### src/pkg/safety_pkg.sv
// Purpose: Shared constants and types for the safety output interlock.
// Assumes: 50 MHz system clock, 32-bit APB register access.
// Notes:   Long cycle counts are defaults for top-level parameters.
package safety_pkg;

  // Clock and printed times
  localparam int unsigned CLK_HZ         = 50_000_000;
  localparam int unsigned RESTART_MIN_MS = 30;
  localparam int unsigned RESTART_MAX_MS = 5000;
  localparam int unsigned FBK_MAX_MS     = 500;
  localparam int unsigned PULSE_US       = 100;
  localparam int unsigned PERIOD_MS      = 1000;
  localparam int unsigned SHIFT_MS       = 500;

  // Derived cycle counts; clock divided first, all truncated, exact at 50 MHz
  localparam int unsigned RESTART_MIN_CYC = (CLK_HZ / 1000) * RESTART_MIN_MS;
  localparam int unsigned RESTART_MAX_CYC = (CLK_HZ / 1000) * RESTART_MAX_MS;
  localparam int unsigned FBK_MAX_CYC     = (CLK_HZ / 1000) * FBK_MAX_MS;
  localparam int unsigned PULSE_CYC       = (CLK_HZ / 1000000) * PULSE_US;
  localparam int unsigned PERIOD_CYC      = (CLK_HZ / 1000) * PERIOD_MS;
  localparam int unsigned SHIFT_CYC       = (CLK_HZ / 1000) * SHIFT_MS;
  localparam int unsigned PROBE_CYC       = 16;

  // Counter width, covers the 5 s restart limit plus one
  localparam int unsigned CNT_W = 28;

  // Register byte offsets
  localparam logic [7:0] CTRL_OFS     = 8'h00;
  localparam logic [7:0] STATE_OFS    = 8'h04;
  localparam logic [7:0] IRQ_STAT_OFS = 8'h08;
  localparam logic [7:0] IRQ_MASK_OFS = 8'h0c;

  // Interrupt bit positions
  localparam int unsigned IRQ_W       = 4;
  localparam int unsigned IRQ_OPEN    = 0;
  localparam int unsigned IRQ_RESTART = 1;
  localparam int unsigned IRQ_FBK     = 2;
  localparam int unsigned IRQ_OUT     = 3;

  // Operating modes, as held in the control register
  typedef enum logic [1:0] {
    MODE_AUTO_NOFBK  = 2'h0,
    MODE_AUTO_FBK    = 2'h1,
    MODE_MAN_NOFBK   = 2'h2,
    MODE_MAN_FBK     = 2'h3
  } mode_type;

  // Control register: bit0 run, bits2:1 mode, bit3 chain enable
  typedef struct packed {
    logic     chain_en;
    mode_type mode;
    logic     run;
  } ctrl_type;

  localparam logic [3:0]       CTRL_RST     = 4'h0;
  localparam logic [IRQ_W-1:0] IRQ_MASK_RST = 4'h0;

  // Flags shown in the state register above the state code
  typedef struct packed {
    logic restart_seen;
    logic chain_first;
    logic teach;
    logic fbk_ok;
  } flags_type;

  typedef enum logic [2:0] {
    ST_IDLE, ST_PROBE_HI, ST_PROBE_LO, ST_BREAK,
    ST_RESTART, ST_GUARD, ST_PROGRAM, ST_FAIL
  } state_type;

endpackage

### src/logic/restart_pulse_check.sv
// Purpose: Validates a low-high-low restart pulse by its high width.
// Assumes: Input synchronous to the clock.
// Notes:   One-cycle valid pulse on the falling edge of a good pulse.
`timescale 1ns/10ps
`default_nettype none
module restart_pulse_check #(
  parameter int unsigned MIN_CYC = safety_pkg::RESTART_MIN_CYC,
  parameter int unsigned MAX_CYC = safety_pkg::RESTART_MAX_CYC
) (
  input  wire logic clk_i,
  input  wire logic rst_i,
  input  wire logic ce_i,
  input  wire logic level_i,
  output var  logic valid_o
);
  import safety_pkg::*;

  logic             level_ff;
  logic [CNT_W-1:0] width_ff;

  // Edge and window decode
  wire logic rise_w   = level_i & ~level_ff;
  wire logic fall_w   = ~level_i & level_ff;
  wire logic sat_w    = (width_ff == CNT_W'(MAX_CYC + 1));
  wire logic in_win_w = (width_ff >= CNT_W'(MIN_CYC)) &&
                        (width_ff <= CNT_W'(MAX_CYC));

  // Width counter saturates just past the longest pulse
  always_ff @(posedge clk_i) begin
    if (rst_i) begin
      level_ff <= 1'b1; // A level already high after reset is no rise
      width_ff <= '0;
      valid_o  <= 1'b0;
    end else if (ce_i) begin
      level_ff <= level_i;
      valid_o  <= fall_w & in_win_w;
      if (rise_w)
        width_ff <= CNT_W'(1);
      else if (level_i && !sat_w)
        width_ff <= width_ff + CNT_W'(1);
    end
  end
endmodule // restart_pulse_check
`default_nettype wire

### src/logic/safety_output_interlock.sv
// Purpose: Drives two redundant safety outputs from the guard condition.
// Assumes: Guard inputs come from the distance evaluator, in clock domain.
// Notes:   Registers over APB, one wait state on every access.
//
// Overview of operation
// - Guard open at or past release distance drops both outputs, every mode.
// - Manual mode holds outputs low after closure until a restart pulse.
// - Restart valid only if high between 30 ms and 5 s.
// - Manual feedback monitoring armed after start-up, chain set, one restart.
// - Automatic with feedback raises outputs only if feedback is correct.
// - Feedback must open within 500 ms of outputs on, else fault.
// - Automatic without feedback ignores feedback, outputs follow closure.
// - Chain a on output a, chain b on status enters programming.
// - Chain inputs carry an upstream sensor's safety outputs.
// - Status output shows state live; no safety decision reads it.
// - Test pulses pull high outputs low for 80 to 120 us.
// - Test pulses repeat each second, channels shifted by 500 ms.
// - Output readback checked against test pulses to find faults.
`timescale 1ns/10ps
`default_nettype none
module safety_output_interlock #(
  parameter int unsigned RESTART_MIN = safety_pkg::RESTART_MIN_CYC,
  parameter int unsigned RESTART_MAX = safety_pkg::RESTART_MAX_CYC,
  parameter int unsigned FBK_MAX     = safety_pkg::FBK_MAX_CYC,
  parameter int unsigned PULSE_W     = safety_pkg::PULSE_CYC,
  parameter int unsigned PERIOD      = safety_pkg::PERIOD_CYC,
  parameter int unsigned SHIFT       = safety_pkg::SHIFT_CYC
) (
  input  wire logic        SYS_CLK_I,
  input  wire logic        RST_I,
  input  wire logic        CE_I,
  input  wire logic        PSEL_I,
  input  wire logic        PENABLE_I,
  input  wire logic        PWRITE_I,
  input  wire logic [7:0]  PADDR_I,
  input  wire logic [31:0] PWDATA_I,
  output var  logic [31:0] PRDATA_O,
  output var  logic        PREADY_O,
  output var  logic        PSLVERR_O,
  input  wire logic        GUARD_CLOSED_I,
  input  wire logic        GUARD_OPEN_I,
  input  wire logic        CHAIN_INPUT_A_I,
  input  wire logic        CHAIN_INPUT_B_I,
  input  wire logic        FEEDBACK_RESTART_I,
  input  wire logic        SENSE_A_I,
  input  wire logic        SENSE_B_I,
  output var  logic        SAFETY_OUT_A_O,
  output var  logic        SAFETY_OUT_B_O,
  output var  logic        STATUS_O,
  output var  logic        IRQ_O
);
  import safety_pkg::*;

  ctrl_type         ctrl_ff;
  logic [IRQ_W-1:0] irq_stat_ff;
  logic [IRQ_W-1:0] irq_mask_ff;
  state_type        state_ff;
  state_type        nxt_state;
  flags_type        flags_ff;
  logic [3:0]       probe_cnt_ff;
  logic             hi_b_ff;
  logic             hi_f_ff;
  logic             hi_a_ff;
  logic [CNT_W-1:0] fbk_cnt_ff;
  logic             open_ff;
  logic             blink_ff;
  logic             restart_valid;
  logic [1:0]       pulse;
  logic [1:0]       last;

  // APB decode
  wire logic access_w = PSEL_I & PENABLE_I;
  wire logic done_w   = access_w & PREADY_O;
  wire logic wr_w     = done_w & PWRITE_I;
  wire logic sel_ctrl = (PADDR_I == CTRL_OFS);
  wire logic sel_st   = (PADDR_I == STATE_OFS);
  wire logic sel_is   = (PADDR_I == IRQ_STAT_OFS);
  wire logic sel_im   = (PADDR_I == IRQ_MASK_OFS);
  wire logic mapped_w = sel_ctrl | sel_st | sel_is | sel_im;

  // Read word selection
  wire logic [31:0] rd_word =
    sel_ctrl ? {28'h0, ctrl_ff} :
    sel_st   ? {25'h0, flags_ff, state_ff} :
    sel_is   ? {28'h0, irq_stat_ff} :
    sel_im   ? {28'h0, irq_mask_ff} : 32'h0;

  // Mode and gating decode
  wire logic manual_w = ctrl_ff.mode[1];
  wire logic auto_fbk = (ctrl_ff.mode == MODE_AUTO_FBK);
  wire logic man_fbk  = (ctrl_ff.mode == MODE_MAN_FBK);
  // Upstream sensor outputs gate closure when chained
  wire logic chain_ok = ~ctrl_ff.chain_en |
                        (CHAIN_INPUT_A_I & CHAIN_INPUT_B_I);
  // Closure only on a clear operate indication; between, hold
  wire logic closed_w = GUARD_CLOSED_I & ~GUARD_OPEN_I;
  // Contacts must read closed before outputs rise
  wire logic fbk_ready = ~auto_fbk | FEEDBACK_RESTART_I;
  wire logic close_ok  = closed_w & chain_ok & fbk_ready;
  wire logic probe_done = (probe_cnt_ff == 4'(PROBE_CYC - 1));
  // Feedback timing watched in auto feedback, or manual once armed
  wire logic fbk_mon  = auto_fbk | (man_fbk & flags_ff.fbk_ok);
  wire logic fbk_fault = (state_ff == ST_GUARD) & fbk_mon &
                         FEEDBACK_RESTART_I &
                         (fbk_cnt_ff == CNT_W'(FBK_MAX));
  // Readback must be low at the end of own pulse, high at the other's
  wire logic out_fault = (state_ff == ST_GUARD) &
    ((last[0] & (SENSE_A_I | ~SENSE_B_I)) |
     (last[1] & (SENSE_B_I | ~SENSE_A_I)));
  wire logic fault_w = fbk_fault | out_fault;
  // Loopback probes seen over the two start-up phases
  wire logic teach_hit = hi_b_ff & ~CHAIN_INPUT_B_I &
                         ~hi_a_ff & ~CHAIN_INPUT_A_I;
  wire logic first_hit = hi_f_ff & ~FEEDBACK_RESTART_I &
                         CHAIN_INPUT_A_I & CHAIN_INPUT_B_I;
  wire logic on_w = (nxt_state == ST_GUARD);

  // Events for the sticky status register
  wire logic [IRQ_W-1:0] irq_evt = {
    out_fault,
    fbk_fault,
    restart_valid,
    GUARD_OPEN_I & ~open_ff
  };
  wire logic [IRQ_W-1:0] irq_clr = (wr_w & sel_is) ?
                                   PWDATA_I[IRQ_W-1:0] : '0;

  // Restart pulse qualifier on the shared feedback and restart input
  restart_pulse_check #(
    .MIN_CYC (RESTART_MIN),
    .MAX_CYC (RESTART_MAX)
  ) u_restart (
    .clk_i   (SYS_CLK_I),
    .rst_i   (RST_I),
    .ce_i    (CE_I),
    .level_i (FEEDBACK_RESTART_I),
    .valid_o (restart_valid)
  );

  // Test pulse timebase
  test_pulse_gen #(
    .PERIOD (PERIOD),
    .WIDTH  (PULSE_W),
    .SHIFT  (SHIFT)
  ) u_pulse (
    .clk_i   (SYS_CLK_I),
    .rst_i   (RST_I),
    .ce_i    (CE_I),
    .pulse_o (pulse),
    .last_o  (last)
  );

  // Next state of the output interlock
  always_comb begin
    nxt_state = state_ff;
    if (state_ff == ST_FAIL)
      nxt_state = ST_FAIL;
    else if (!ctrl_ff.run && !(state_ff == ST_GUARD && fault_w))
      nxt_state = ST_IDLE; // A fault seen as run drops still latches
    else begin
      case (state_ff)
        ST_IDLE:
          nxt_state = ST_PROBE_HI;
        ST_PROBE_HI: begin
          if (probe_done)
            nxt_state = ST_PROBE_LO;
        end
        ST_PROBE_LO: begin
          if (probe_done)
            nxt_state = teach_hit ? ST_PROGRAM : ST_BREAK;
        end
        ST_BREAK: begin
          if (close_ok)
            nxt_state = manual_w ? ST_RESTART : ST_GUARD;
        end
        ST_RESTART: begin
          if (GUARD_OPEN_I || !chain_ok)
            nxt_state = ST_BREAK;
          else if (restart_valid)
            nxt_state = ST_GUARD;
        end
        ST_GUARD: begin
          if (fault_w)
            nxt_state = ST_FAIL;
          else if (GUARD_OPEN_I || !chain_ok)
            nxt_state = ST_BREAK;
        end
        ST_PROGRAM:
          nxt_state = ST_PROGRAM;
        default:
          nxt_state = ST_IDLE;
      endcase
    end
  end

  // State, probe samples and start-up flags
  always_ff @(posedge SYS_CLK_I) begin
    if (RST_I) begin
      state_ff     <= ST_IDLE;
      probe_cnt_ff <= 4'h0;
      hi_a_ff      <= 1'b0;
      hi_b_ff      <= 1'b0;
      hi_f_ff      <= 1'b0;
      flags_ff     <= '0;
    end else if (CE_I) begin
      state_ff     <= nxt_state;
      probe_cnt_ff <= (nxt_state != state_ff) ? 4'h0 : probe_cnt_ff + 4'h1;
      if (state_ff == ST_PROBE_HI && probe_done) begin
        hi_a_ff <= CHAIN_INPUT_A_I;
        hi_b_ff <= CHAIN_INPUT_B_I;
        hi_f_ff <= FEEDBACK_RESTART_I;
      end
      if (state_ff == ST_PROBE_LO && probe_done) begin
        flags_ff.teach       <= teach_hit;
        flags_ff.chain_first <= first_hit;
      end
      if (restart_valid)
        flags_ff.restart_seen <= 1'b1;
      if (man_fbk && flags_ff.restart_seen && chain_ok &&
          state_ff >= ST_BREAK)
        flags_ff.fbk_ok <= 1'b1;
    end
  end

  // Feedback delay counter, open edge tracker and fail blink
  always_ff @(posedge SYS_CLK_I) begin
    if (RST_I) begin
      fbk_cnt_ff <= '0;
      open_ff    <= 1'b1; // Guard already open at reset is no event
      blink_ff   <= 1'b0;
    end else if (CE_I) begin
      open_ff <= GUARD_OPEN_I;
      if (state_ff != ST_GUARD || !FEEDBACK_RESTART_I)
        fbk_cnt_ff <= '0;
      else if (fbk_cnt_ff != CNT_W'(FBK_MAX))
        fbk_cnt_ff <= fbk_cnt_ff + CNT_W'(1);
      if (last[0])
        blink_ff <= ~blink_ff;
    end
  end

  // Safety outputs and status, test pulses cut each high output
  always_ff @(posedge SYS_CLK_I) begin
    if (RST_I) begin
      SAFETY_OUT_A_O <= 1'b0;
      SAFETY_OUT_B_O <= 1'b0;
      STATUS_O       <= 1'b0;
    end else if (CE_I) begin
      SAFETY_OUT_A_O <= on_w & ~pulse[0];
      SAFETY_OUT_B_O <= on_w & ~pulse[1];
      STATUS_O       <= on_w | (nxt_state == ST_PROBE_HI) |
                        ((nxt_state == ST_FAIL) & blink_ff);
    end
  end

  // APB slave: one wait state, then answer
  always_ff @(posedge SYS_CLK_I) begin
    if (RST_I) begin
      PREADY_O  <= 1'b0;
      PRDATA_O  <= 32'h0;
      PSLVERR_O <= 1'b0;
    end else if (CE_I) begin
      PREADY_O  <= access_w & ~PREADY_O;
      PRDATA_O  <= (access_w & ~PREADY_O & ~PWRITE_I) ? rd_word : 32'h0;
      PSLVERR_O <= access_w & ~PREADY_O & ~mapped_w;
    end
  end

  // Control and mask registers; unmapped writes are dropped
  always_ff @(posedge SYS_CLK_I) begin
    if (RST_I) begin
      ctrl_ff     <= ctrl_type'(CTRL_RST);
      irq_mask_ff <= IRQ_MASK_RST;
    end else if (CE_I) begin
      if (wr_w && sel_ctrl)
        ctrl_ff <= ctrl_type'(PWDATA_I[3:0]);
      if (wr_w && sel_im)
        irq_mask_ff <= PWDATA_I[IRQ_W-1:0];
    end
  end

  // Sticky events, write one to clear, a new event wins
  always_ff @(posedge SYS_CLK_I) begin
    if (RST_I) begin
      irq_stat_ff <= '0;
      IRQ_O       <= 1'b0;
    end else if (CE_I) begin
      irq_stat_ff <= (irq_stat_ff & ~irq_clr) | irq_evt;
      IRQ_O       <= |(((irq_stat_ff & ~irq_clr) | irq_evt) & irq_mask_ff);
    end
  end
endmodule // safety_output_interlock
`default_nettype wire

### src/logic/test_pulse_gen.sv
// Purpose: Timebase for the periodic low test pulses of both outputs.
// Assumes: Free-running while the clock enable is high.
// Notes:   Channel b pulses one shift after channel a.
`timescale 1ns/10ps
`default_nettype none
module test_pulse_gen #(
  parameter int unsigned PERIOD = safety_pkg::PERIOD_CYC,
  parameter int unsigned WIDTH  = safety_pkg::PULSE_CYC,
  parameter int unsigned SHIFT  = safety_pkg::SHIFT_CYC
) (
  input  wire logic       clk_i,
  input  wire logic       rst_i,
  input  wire logic       ce_i,
  output var  logic [1:0] pulse_o,
  output wire logic [1:0] last_o
);
  import safety_pkg::*;

  logic [CNT_W-1:0] cnt_ff;

  // Period counter
  always_ff @(posedge clk_i) begin
    if (rst_i)
      cnt_ff <= '0;
    else if (ce_i)
      cnt_ff <= (cnt_ff == CNT_W'(PERIOD - 1)) ? '0 : cnt_ff + CNT_W'(1);
  end

  // One pulse window per channel
  for (genvar i = 0; i < 2; i++) begin : g_chan
    localparam logic [CNT_W-1:0] START = CNT_W'(i * SHIFT);
    localparam logic [CNT_W-1:0] STOP  = CNT_W'(i * SHIFT + WIDTH);
    always_ff @(posedge clk_i) begin
      if (rst_i)
        pulse_o[i] <= 1'b0;
      else if (ce_i)
        pulse_o[i] <= (cnt_ff >= START) && (cnt_ff < STOP);
    end
    assign last_o[i] = pulse_o[i] && (cnt_ff == STOP);
  end
endmodule // test_pulse_gen
`default_nettype wire

### config.mk
export PLATFORM = sky130hd
export DESIGN_NAME = safety_output_interlock
export DESIGN_NICKNAME = d
export VERILOG_FILES = /design/src/pkg/safety_pkg.sv /design/src/logic/restart_pulse_check.sv /design/src/logic/safety_output_interlock.sv /design/src/logic/test_pulse_gen.sv
export SDC_FILE = /design/constraint.sdc
export NUM_CORES = 1
export LEC_CHECK = 0
export ABC_AREA = 1
export BUFFER_PORTS_ARGS = -buffer_cell sky130_fd_sc_hd__buf_2
export CORE_MARGIN = 3
export CORE_UTILIZATION = 50
export CTS_CLUSTER_SIZE = 12
export DETAILED_ROUTE_END_ITERATION = 6
export PLACE_DENSITY = 0.68
export SKIP_LAST_GASP = 1
export SLEW_MARGIN = 20
export SYNTH_ARGS = -nofsm -noshare
export SYNTH_HDL_FRONTEND = slang
export SYNTH_SLANG_ARGS = --single-unit
### constraint.sdc
create_clock -name SYS_CLK_I -period 5.25 [get_ports SYS_CLK_I]
set_input_delay 0 -clock SYS_CLK_I [delete_from_list [all_inputs] [get_ports SYS_CLK_I]]
set_output_delay 0 -clock SYS_CLK_I [all_outputs]
set_load 0.05 [all_outputs]
== Yosys cells after proc, flatten, opt, wreduce, memory -nomap -nowiden ==
Index checks and enable logic that the tools add are counted.

* Bits in registers: 154
* Input bits: 53
* Output and inout bits: 38
* Logic and storage cells: 189

* Add/sub/neg operators: 4
* Magnitude comparators: 7
* Eq/ne operators: 24
* Multiplexer cells: 24
* Bitwise gates (word level): 64
* Reduce and logical (&&, ||, !) cells: 36

{| class="wikitable"
|+ Operator list
! kind !! number
|-
| 28-bit 2-to-1 mux || 5
|-
| 28-bit by 1-bit adder with 28-bit output (second input constant) || 3
|-
| 28-bit by 25-bit equality test with 1-bit output (second input constant) || 2
|-
| 1-bit bitwise AND || 31
|-
| 3-bit 2-to-1 mux || 10
|-
| 28-bit by 13-bit equality test with 1-bit output (second input constant) || 1
|-
| 28-bit by 26-bit equality test with 1-bit output (second input constant) || 1
|-
| 28-bit equality test (second input constant) || 1
|-
| 28-bit by 1-bit >= comparator with 1-bit output (second input constant) || 1
|-
| 28-bit by 21-bit >= comparator with 1-bit output (second input constant) || 1
|-
| 28-bit by 25-bit >= comparator with 1-bit output (second input constant) || 1
|-
| 28-bit less-or-equal comparator (second input constant) || 1
|-
| 28-bit by 13-bit less-than comparator with 1-bit output (second input constant) || 1
|-
| 28-bit by 25-bit less-than comparator with 1-bit output (second input constant) || 1
|-
| 28-bit by 25-bit inequality test with 1-bit output (second input constant) || 1
|-
| 7-bit 2-to-1 mux || 3
|-
| 3-bit one-hot mux with 7 select lines || 1
|-
| 3-bit equality test (second input constant) || 6
|-
| 2-bit AND reduction || 9
|-
| 1-bit NOT || 17
|-
| 8-bit by 4-bit equality test with 1-bit output (second input constant) || 2
|-
| 4-bit 2-to-1 mux || 4
|-
| 1-bit logical AND || 15
|-
| 1-bit bitwise OR || 12
|-
| other kinds (20) || 29
|}

== Depth between registers and ports, before layout ==
Gate-level depths: netlist of run 1.

* Depth in word-level cells: 15
* Mapped depth: 16
* Depth with buffers taken out: 15

== Modules after synthesis ==
From an unflattened synthesis of run 1, not the netlist that was laid out.

* Cells, all modules: 1238
* Area, all modules: 8015.2 µm²

{| class="wikitable"
|+ By module, submodules not included
! module !! instances !! cells an instance !! area an instance (µm²) !! seq. area each (µm²)
|-
| safety_output_interlock || 1 || 595 || 3988.8 || 1381.3
|-
| restart_pulse_check || 1 || 352 || 2199.6 || 600.6
|-
| test_pulse_gen || 1 || 291 || 1826.8 || 600.6
|}

== Worst setup path after synthesis of run 1 ==
No wires, ideal clock.

* Path type: reg-to-reg
* From: reg u_pulse.cnt_ff[0]
* To: reg u_pulse.cnt_ff[26]
* Data arrival time: 1.668 ns
* Required time: 5.130 ns
* Slack: 3.462 ns
* Stages on the path, launching flop included: 13
* Path buffers: 0
* Clock period less this slack: 1.788 ns
* Cell sequence: dfxtp_1 ha_1 nand3_2 nor2_4 nand2_2 nor2_2 nand2_1 nor2_2 nand4_2 nor3_2 nand3_1 o21ai_1 a21oi_1

* Cells in the longest elaborated chain, start to end: 2

{| class="wikitable"
|+ RTL lines
! item !! line !! source
|-
| from (decl) || test_pulse_gen.sv:19 || <nowiki>logic [CNT_W-1:0] cnt_ff;</nowiki>
|-
| from (signal assigned) || test_pulse_gen.sv:26 || <nowiki>cnt_ff <= (cnt_ff == CNT_W'(PERIOD - 1)) ? '0 : cnt_ff + CNT_W'(1);</nowiki>
|-
| 28-bit by 1-bit adder with 28-bit output or 28-bit by 26-bit equality test with 1-bit output (tied branches) || test_pulse_gen.sv:26 ||
|-
| 28-bit 2-to-1 mux * || test_pulse_gen.sv:26 ||
|}

Mark *: on every way between the ends. The rest lies on a longest branch, timed or not.
A chain may end at the register's enable or synchronous reset.

==> results.md, run 1 <==
- CP Max Fanout: 37
- Total Routing Usage GR: 22.6%
- DRC viols: 0
- Post_cts resized: 0
- Startpoint types: input port
- Fillcell total: 1456
- Peak Freq: 382 MHz
- Crit-path max cell delay: 0.59 ns
- Count of cell types in the netlist: 52
- Sequential share of power: 41.2%
- Hold WS: 0.0250 ns
- Storage element area: 2580 um^2
- HPWL Detailed: 13.4 mm
- Yosys warns: 0
- Initial DRC count: 623
- Sequential area share after synthesis: 33.7%
- Status: finished clean
- Global-route wire length before repair: 31.0 mm
- Worst Setup End Kind: flip-flop
- #FFs+latches synth: 129
- Final setup viols: 0
- Grt total ovfl: 0
- Post-DRT Antenna Nets: 0
- WP data arrival: 2.98 ns
- Min Tclk post-route: 2.62 ns
- Synth area leaders: dfxtp_1, nand2_1, a21oi_1, inv_1, nor2_1
- WL/cell: 13.4 um
- Die width: 130 um
- Transition time of the tightest slew-check pin: 0.736 ns
- Layout area overhead: 12.3%
- Setup Skew: 0.00942 ns
- Fraction of layout cells with a size suffix above 1: 10.5%
- Detailed Route WL: 18.4 mm
- Vias: 7361
- Die Y: 130 um
- CP dominant cell by count: dlygate4sd3_1
- Top FF cell, synth: dfxtp_1
- CP max stage cell: dlygate4sd3_1
- Vias in the first global route: 6561
- Hold Vio Cnt, Final: 0
- Combinational fraction of design power: 6.4%
- Leak Pwr: 3.32 nW
- Top cell type's share of synthesized area: 33.7%
- Setup TNS: 0 ns
- Number of synthesized flops with an enable pin: 0
- Critical path class: input port to flip-flop
- Fin nets: 1240
- Placer congestion estimate: 0.925
- Max Cap Viol: 0
- Clock sink total: 129
- Area of the mapped netlist: 7670 um^2
- Unrepaired setup endpoints after global routing: no
- Hold Crit Class: input port to flip-flop
- Ant diodes: 0
- VDD IR max: 233 uV
- Asr flop ratio synth: 0%
- Clock group share of total power: 52.4%
- Setup WS pre-CTS: 2.78 ns
- First-pass iteration count of the detailed router: 5
- Post-CTS setup repair buffer count: 0
- Port Buffers: 37
- Switching power: 0.000564 W
- Crit-path leading delay family: buffers and inverters
- Largest net degree at the start of global routing: 51
- Synthesized area per cell: 6.76 um^2
- Top-count cell post-synth: nand2_1
- Max Root-Sink Buffers: 2
- Via density: 5.35
- Row count: 44
- Clk slew on worst S/H paths: 0.06 ns
- Fin crit share: 49.9%
- Starting Density: 52.0%
- Slew Limit Fails: 0
- CORE AREA: 14800 um^2
- Antenna violations before repair: 0
- Synth cell count leaders: nand2_1, inv_1, nor2_1
- Switch share: 23.3%
- P_int: 0.00186 W
- CP required: 5.61 ns
- IO Pins: 91
- Worst relative slew slack: 50.9%
- Yosys top cell by area: dfxtp_1
- DIE AREA: 16900 um^2
- Critical path buffers and inverters: 5
- Worst-Skew Late Latency: 0.43 ns
- Mapped Cells: 1134
- TritonCTS clock tree: yes
- H-tree depth: 4
- Multi-input gate area: 4270 um^2
- CTS root buf: clkbuf_16
- CP cell instances: buf_2 -> inv_1 -> buf_4 -> nor2_1 -> nand3_1 -> dlygate4sd3_1 -> o21bai_1 -> dlygate4sd3_1 -> a21oi_1
- Power density cells: 281 nW/um^2
- PnR worst setup slack: 2.63 ns
- CTS Buf Count: 17
per-layer routing:
layer	part of all wire, %	wire length, um	GRT usage [%]	vias to the layer above
met1	49	8970	31.0	3335
met5	0	0	0	-
li1	-	-	-	3820
met4	1.4	264	6.42	0
met2	45	8350	36.2	181
met3	4.6	851	4.91	25
flip-flops by register name (all words and copies together), names as in the netlist, 2 cells and up:
signal,cells
state_ff,3
irq_stat_ff,4
probe_cnt_ff,4
flags_ff,4
u_pulse.cnt_ff,28
u_pulse.pulse_o,2
PRDATA_O,7
irq_mask_ff,4
fbk_cnt_ff,28
ctrl_ff,4
u_restart.width_ff,28
repair_timing:
item | in CTS | in global routing
hold buffers | 14 | 0
endpoints found under the setup margin | 0 | 0
endpoints found under the hold margin | 23 | 0
cell type report:
class / instances / share of cell area, %
Tap cell: 184 / 2.67
Inverter: 146 / 6.39
Multi-Input combinational cell: 831 / 49.6
Sequential cell: 129 / 30.0
Timing Repair Buffer: 54 / 4.04
Clock buffer: 22 / 5.51
Clock inverter: 9 / 1.80
power groups by stage:
stage,combinational (W),sequential (W),clock (W)
floorplan,0.000130,0.00102,0
global placement,0.000144,0.00102,0
global route,0.000169,0.000999,0.00133
finish,0.000154,0.000998,0.00127
detailed placement,0.000145,0.00102,0
CTS,0.000154,0.000998,0.00129
final timing paths:
path | from | endpoint | slack, ns | cells past startpoint
worst max-delay path | CE_I | PSLVERR_O | 2.63 | 9
worst min-delay path | PENABLE_I | PRDATA_O[3] | 0.03 | 5
worst max register to register | u_restart.width_ff[21] | u_restart.width_ff[8] | 2.68 | 10
worst min register to register | SAFETY_OUT_B_O | SAFETY_OUT_B_O | 0.46 | 2
per-stage QoR:
stage	power (W)	util (%)	area (um^2)	cells
6_report	0.00242	58.4	8610	1375
5_1_grt	0.00250	58.4	8610	1375
4_1_cts	0.00244	58.4	8610	1375
3_5_place_dp	0.00116	53.2	7840	1330
3_3_place_gp	0.00116	53.2	7840	1330
2_1_floorplan	0.00115	-	7760	1158
cells in the final DEF (no fill, tap or decap), drive strengths merged, types with 7 or more instances in the layout:
master,n
nand2,220
nor2,147
inv,146
dfxtp,129
a21oi,110
nor3,75
o21ai,67
nand3,57
buf,40
nand4,34
conb,25
clkbuf,22
nor4,18
xor2,16
dlygate4sd3,14
xnor2,11
o211ai,8
ha,8
a211oi,7
cell families (layout without fill, tap and decap cells):
| kind of cell | count (synthesis) | after routing | share of synthesized area (%) |
|---|---|---|---|
| adders and majority gates | 8 | 8 | 1.31 |
| other | 1 | 25 | 0.0489 |
| and+or+nand+nor | 559 | 559 | 34.6 |
| AOI/OAI and AO/OA | 212 | 212 | 15.5 |
| xor gates and xnor gates | 27 | 27 | 3.08 |
| DFF | 129 | 129 | 33.7 |
| buffers and inverters | 198 | 231 | 11.8 |
worst reg2reg max path: stages (launching register included):
cell and delay, ns:
dfxtp_1 0.47, nand2_1 0.09, nor2_1 0.17, nand3_1 0.15
nor2_1 0.29, nand2_1 0.11, nand2_2 0.48, o21ai_2 0.22
inv_1 0.23, o21ai_0 0.12, nor3_1 0.16
(Power assumes the default switching activity.)
==> inputs of run 2 (changes only) <==
PLACE_DENSITY = 0.71   (was 0.68)
clock period = 2.25 ns   (was 5.25 ns; I/O delays follow)
==> run 2 against run 1 <==
Net effect:
- clock-buffer cell count down 4
- first-iteration DRC count up 13%
- largest power group unchanged
- largest cell class unchanged
- highest routed layer unchanged
- die area did not move
- critical path depth grew 3
- combinational power increased by 140%
- global-route usage increased by 0.42 points
==> results.md, run 2 (synthesis gave the netlist of run 1 again) <==
- Placed cell areas: 7930 um^2
- Slew Limit Fails: 0
- WP data arrival: 2.36 ns
- Reg2Reg Launch Point: u_pulse.cnt_ff[0]
- Worst Setup End Kind: flip-flop
- IO Pins: 91
- Ant diodes: 0
- Die width: 130 um
- Setup Skew: 0.0110 ns
- Setup TNS: 0 ns
- Detailed Route WL: 18.6 mm
- VDD IR max: 528 uV
- Crit-path max cell delay: 0.35 ns
- Global-route wire length before repair: 31.9 mm
- Vias: 7364
- Transition time of the tightest slew-check pin: 0.704 ns
- Hold Vio Cnt, Final: 0
- H-tree depth: 4
- Fraction of layout cells with a size suffix above 1: 11.7%
- Fin crit share: 91.1%
- Status: finished clean
- CORE AREA: 14800 um^2
- Layout area overhead: 13.4%
- Via density: 5.31
- CP cell instances: ha_1 -> nand3_2 -> nor2_4 -> nand2_2 -> nor2_2 -> nand2_1 -> nor2_2 -> nand4_2 -> nor3_2 -> nand3_1 -> o21ai_1 -> a21oi_1
- Initial DRC count: 701
- Peak Freq: 488 MHz
- CP startpoint: u_pulse.cnt_ff[0]
- Post-DRT Antenna Nets: 0
- R2r setup slk: 0.20 ns
- Met3 GRT Util: 4.13%
- Startpoint types: flip-flop
- Row count: 44
- Crit path to: u_pulse.cnt_ff[26]
- Fin nets: 1252
- Met2 Resource Use GR: 37.2%
- CP max stage cell: dfxtp_1
- HPWL Detailed: 13.7 mm
- Busiest grt layer: met2
- Final setup viols: 0
- Placer congestion estimate: 0.972
- Hold Crit Class: input port to flip-flop
- Clk slew on worst S/H paths: 0.06 ns
- Clock sink total: 129
- CP Max Fanout: 4
- TritonCTS clock tree: yes
- Leak Pwr: 3.37 nW
- Vias in the first global route: 6817
- Max Cap Viol: 0
- Worst-Skew Late Latency: 0.43 ns
- Biggest registers after layout: fbk_cnt_ff (28), u_pulse.cnt_ff (28), u_restart.width_ff (28)
- Max Root-Sink Buffers: 2
- Hold_sp: PADDR_I[6]
- Power density cells: 641 nW/um^2
- Placed Cells: 1341
- Post-Layout Cell Count: 1388
- CP required: 2.56 ns
- WL/cell: 13.4 um
- Largest net degree at the start of global routing: 50
- Die Y: 130 um
- DIE AREA: 16900 um^2
- CTS Buf Count: 17
- Commonest non-fill, non-tap cell in the layout: nand2_1
- Most frequent cells in the layout: nand2_1, inv_1, nor2_1
- Grt total ovfl: 0
- Util after Layout: 59.0%
- Total Routing Usage GR: 23.1%
- Worst relative slew slack: 52.9%
- RR Endpoint: u_pulse.cnt_ff[26]
- DRC viols: 0
- Unrepaired setup endpoints after global routing: no
- Post-CTS setup repair buffer count: 0
- CTS root buf: clkbuf_16
- Starting Density: 52.0%
- R2R depth: 12
- Port Buffers: 37
- CP dominant cell by count: nor2_2
- First-pass iteration count of the detailed router: 5
- Post-route cell area: 8700 um^2
- Met1 usage in global routing: 32.1%
- Critical path class: flip-flop to flip-flop
- Antenna violations before repair: 0
- Min Tclk post-route: 2.05 ns
## run 2: routing by layer
metal | share of wire [%] | vias to the layer above
met5 | 0 | -
met1 | 48 | 3312
met3 | 4.7 | 17
met2 | 46 | 191
li1 | - | 3844
met4 | 1.2 | 0
## run 2: worst min path at each step
stage | depth (start not counted) | slack [ns] | end
detailed placement | 3 | 0.27 | irq_mask_ff[1]
global route | 6 | 0.16 | PRDATA_O[2]
global placement | 3 | 0.28 | irq_mask_ff[1]
floorplan | 2 | 0.13 | irq_mask_ff[1]
finish | 6 | 0.11 | PRDATA_O[4]
CTS | 6 | 0.1 | PRDATA_O[6]
## run 2: what timing repair did
action | 4_1_cts | 5_1_grt
endpoints found under the setup margin | 0 | 9
hold buffers | 15 | 0
resized for setup | 0 | 5
endpoints found under the hold margin | 26 | 0
## run 2: per-stage QoR
stage | worst slack [ns] | total power [W] | hold slack, ns
2_1_floorplan | 0.462 | 0.00268 | 0.135
5_1_grt | 0.00542 | 0.00574 | 0.157
4_1_cts | 0.163 | 0.00561 | 0.0987
3_5_place_dp | 0.175 | 0.00273 | 0.273
3_3_place_gp | 0.247 | 0.00272 | 0.276
6_report | 0.200 | 0.00557 | 0.107
## run 2: final cells by class
type	count	area, um^2
Fill cell	1432	6050
Clock buffer	18	429
Multi-Input combinational cell	831	4280
Tap cell	184	230
Sequential cell	129	2580
Clock inverter	14	178
Inverter	146	556
Timing Repair Buffer	66	440
## run 2: where the power goes
group | internal (W) | switching, W
Clock | 0.00176 | 0.00111
Sequential | 0.00231 | 0.0000214
Combinational | 0.0000983 | 0.000275
## run 2: worst max-delay path, delay by kind of cell (launching register included)
family | cells | cell delay (ns)
compound gates | 2 | 0.17
flops | 1 | 0.35
fa+ha+maj | 1 | 0.22
simple gates | 9 | 1.19
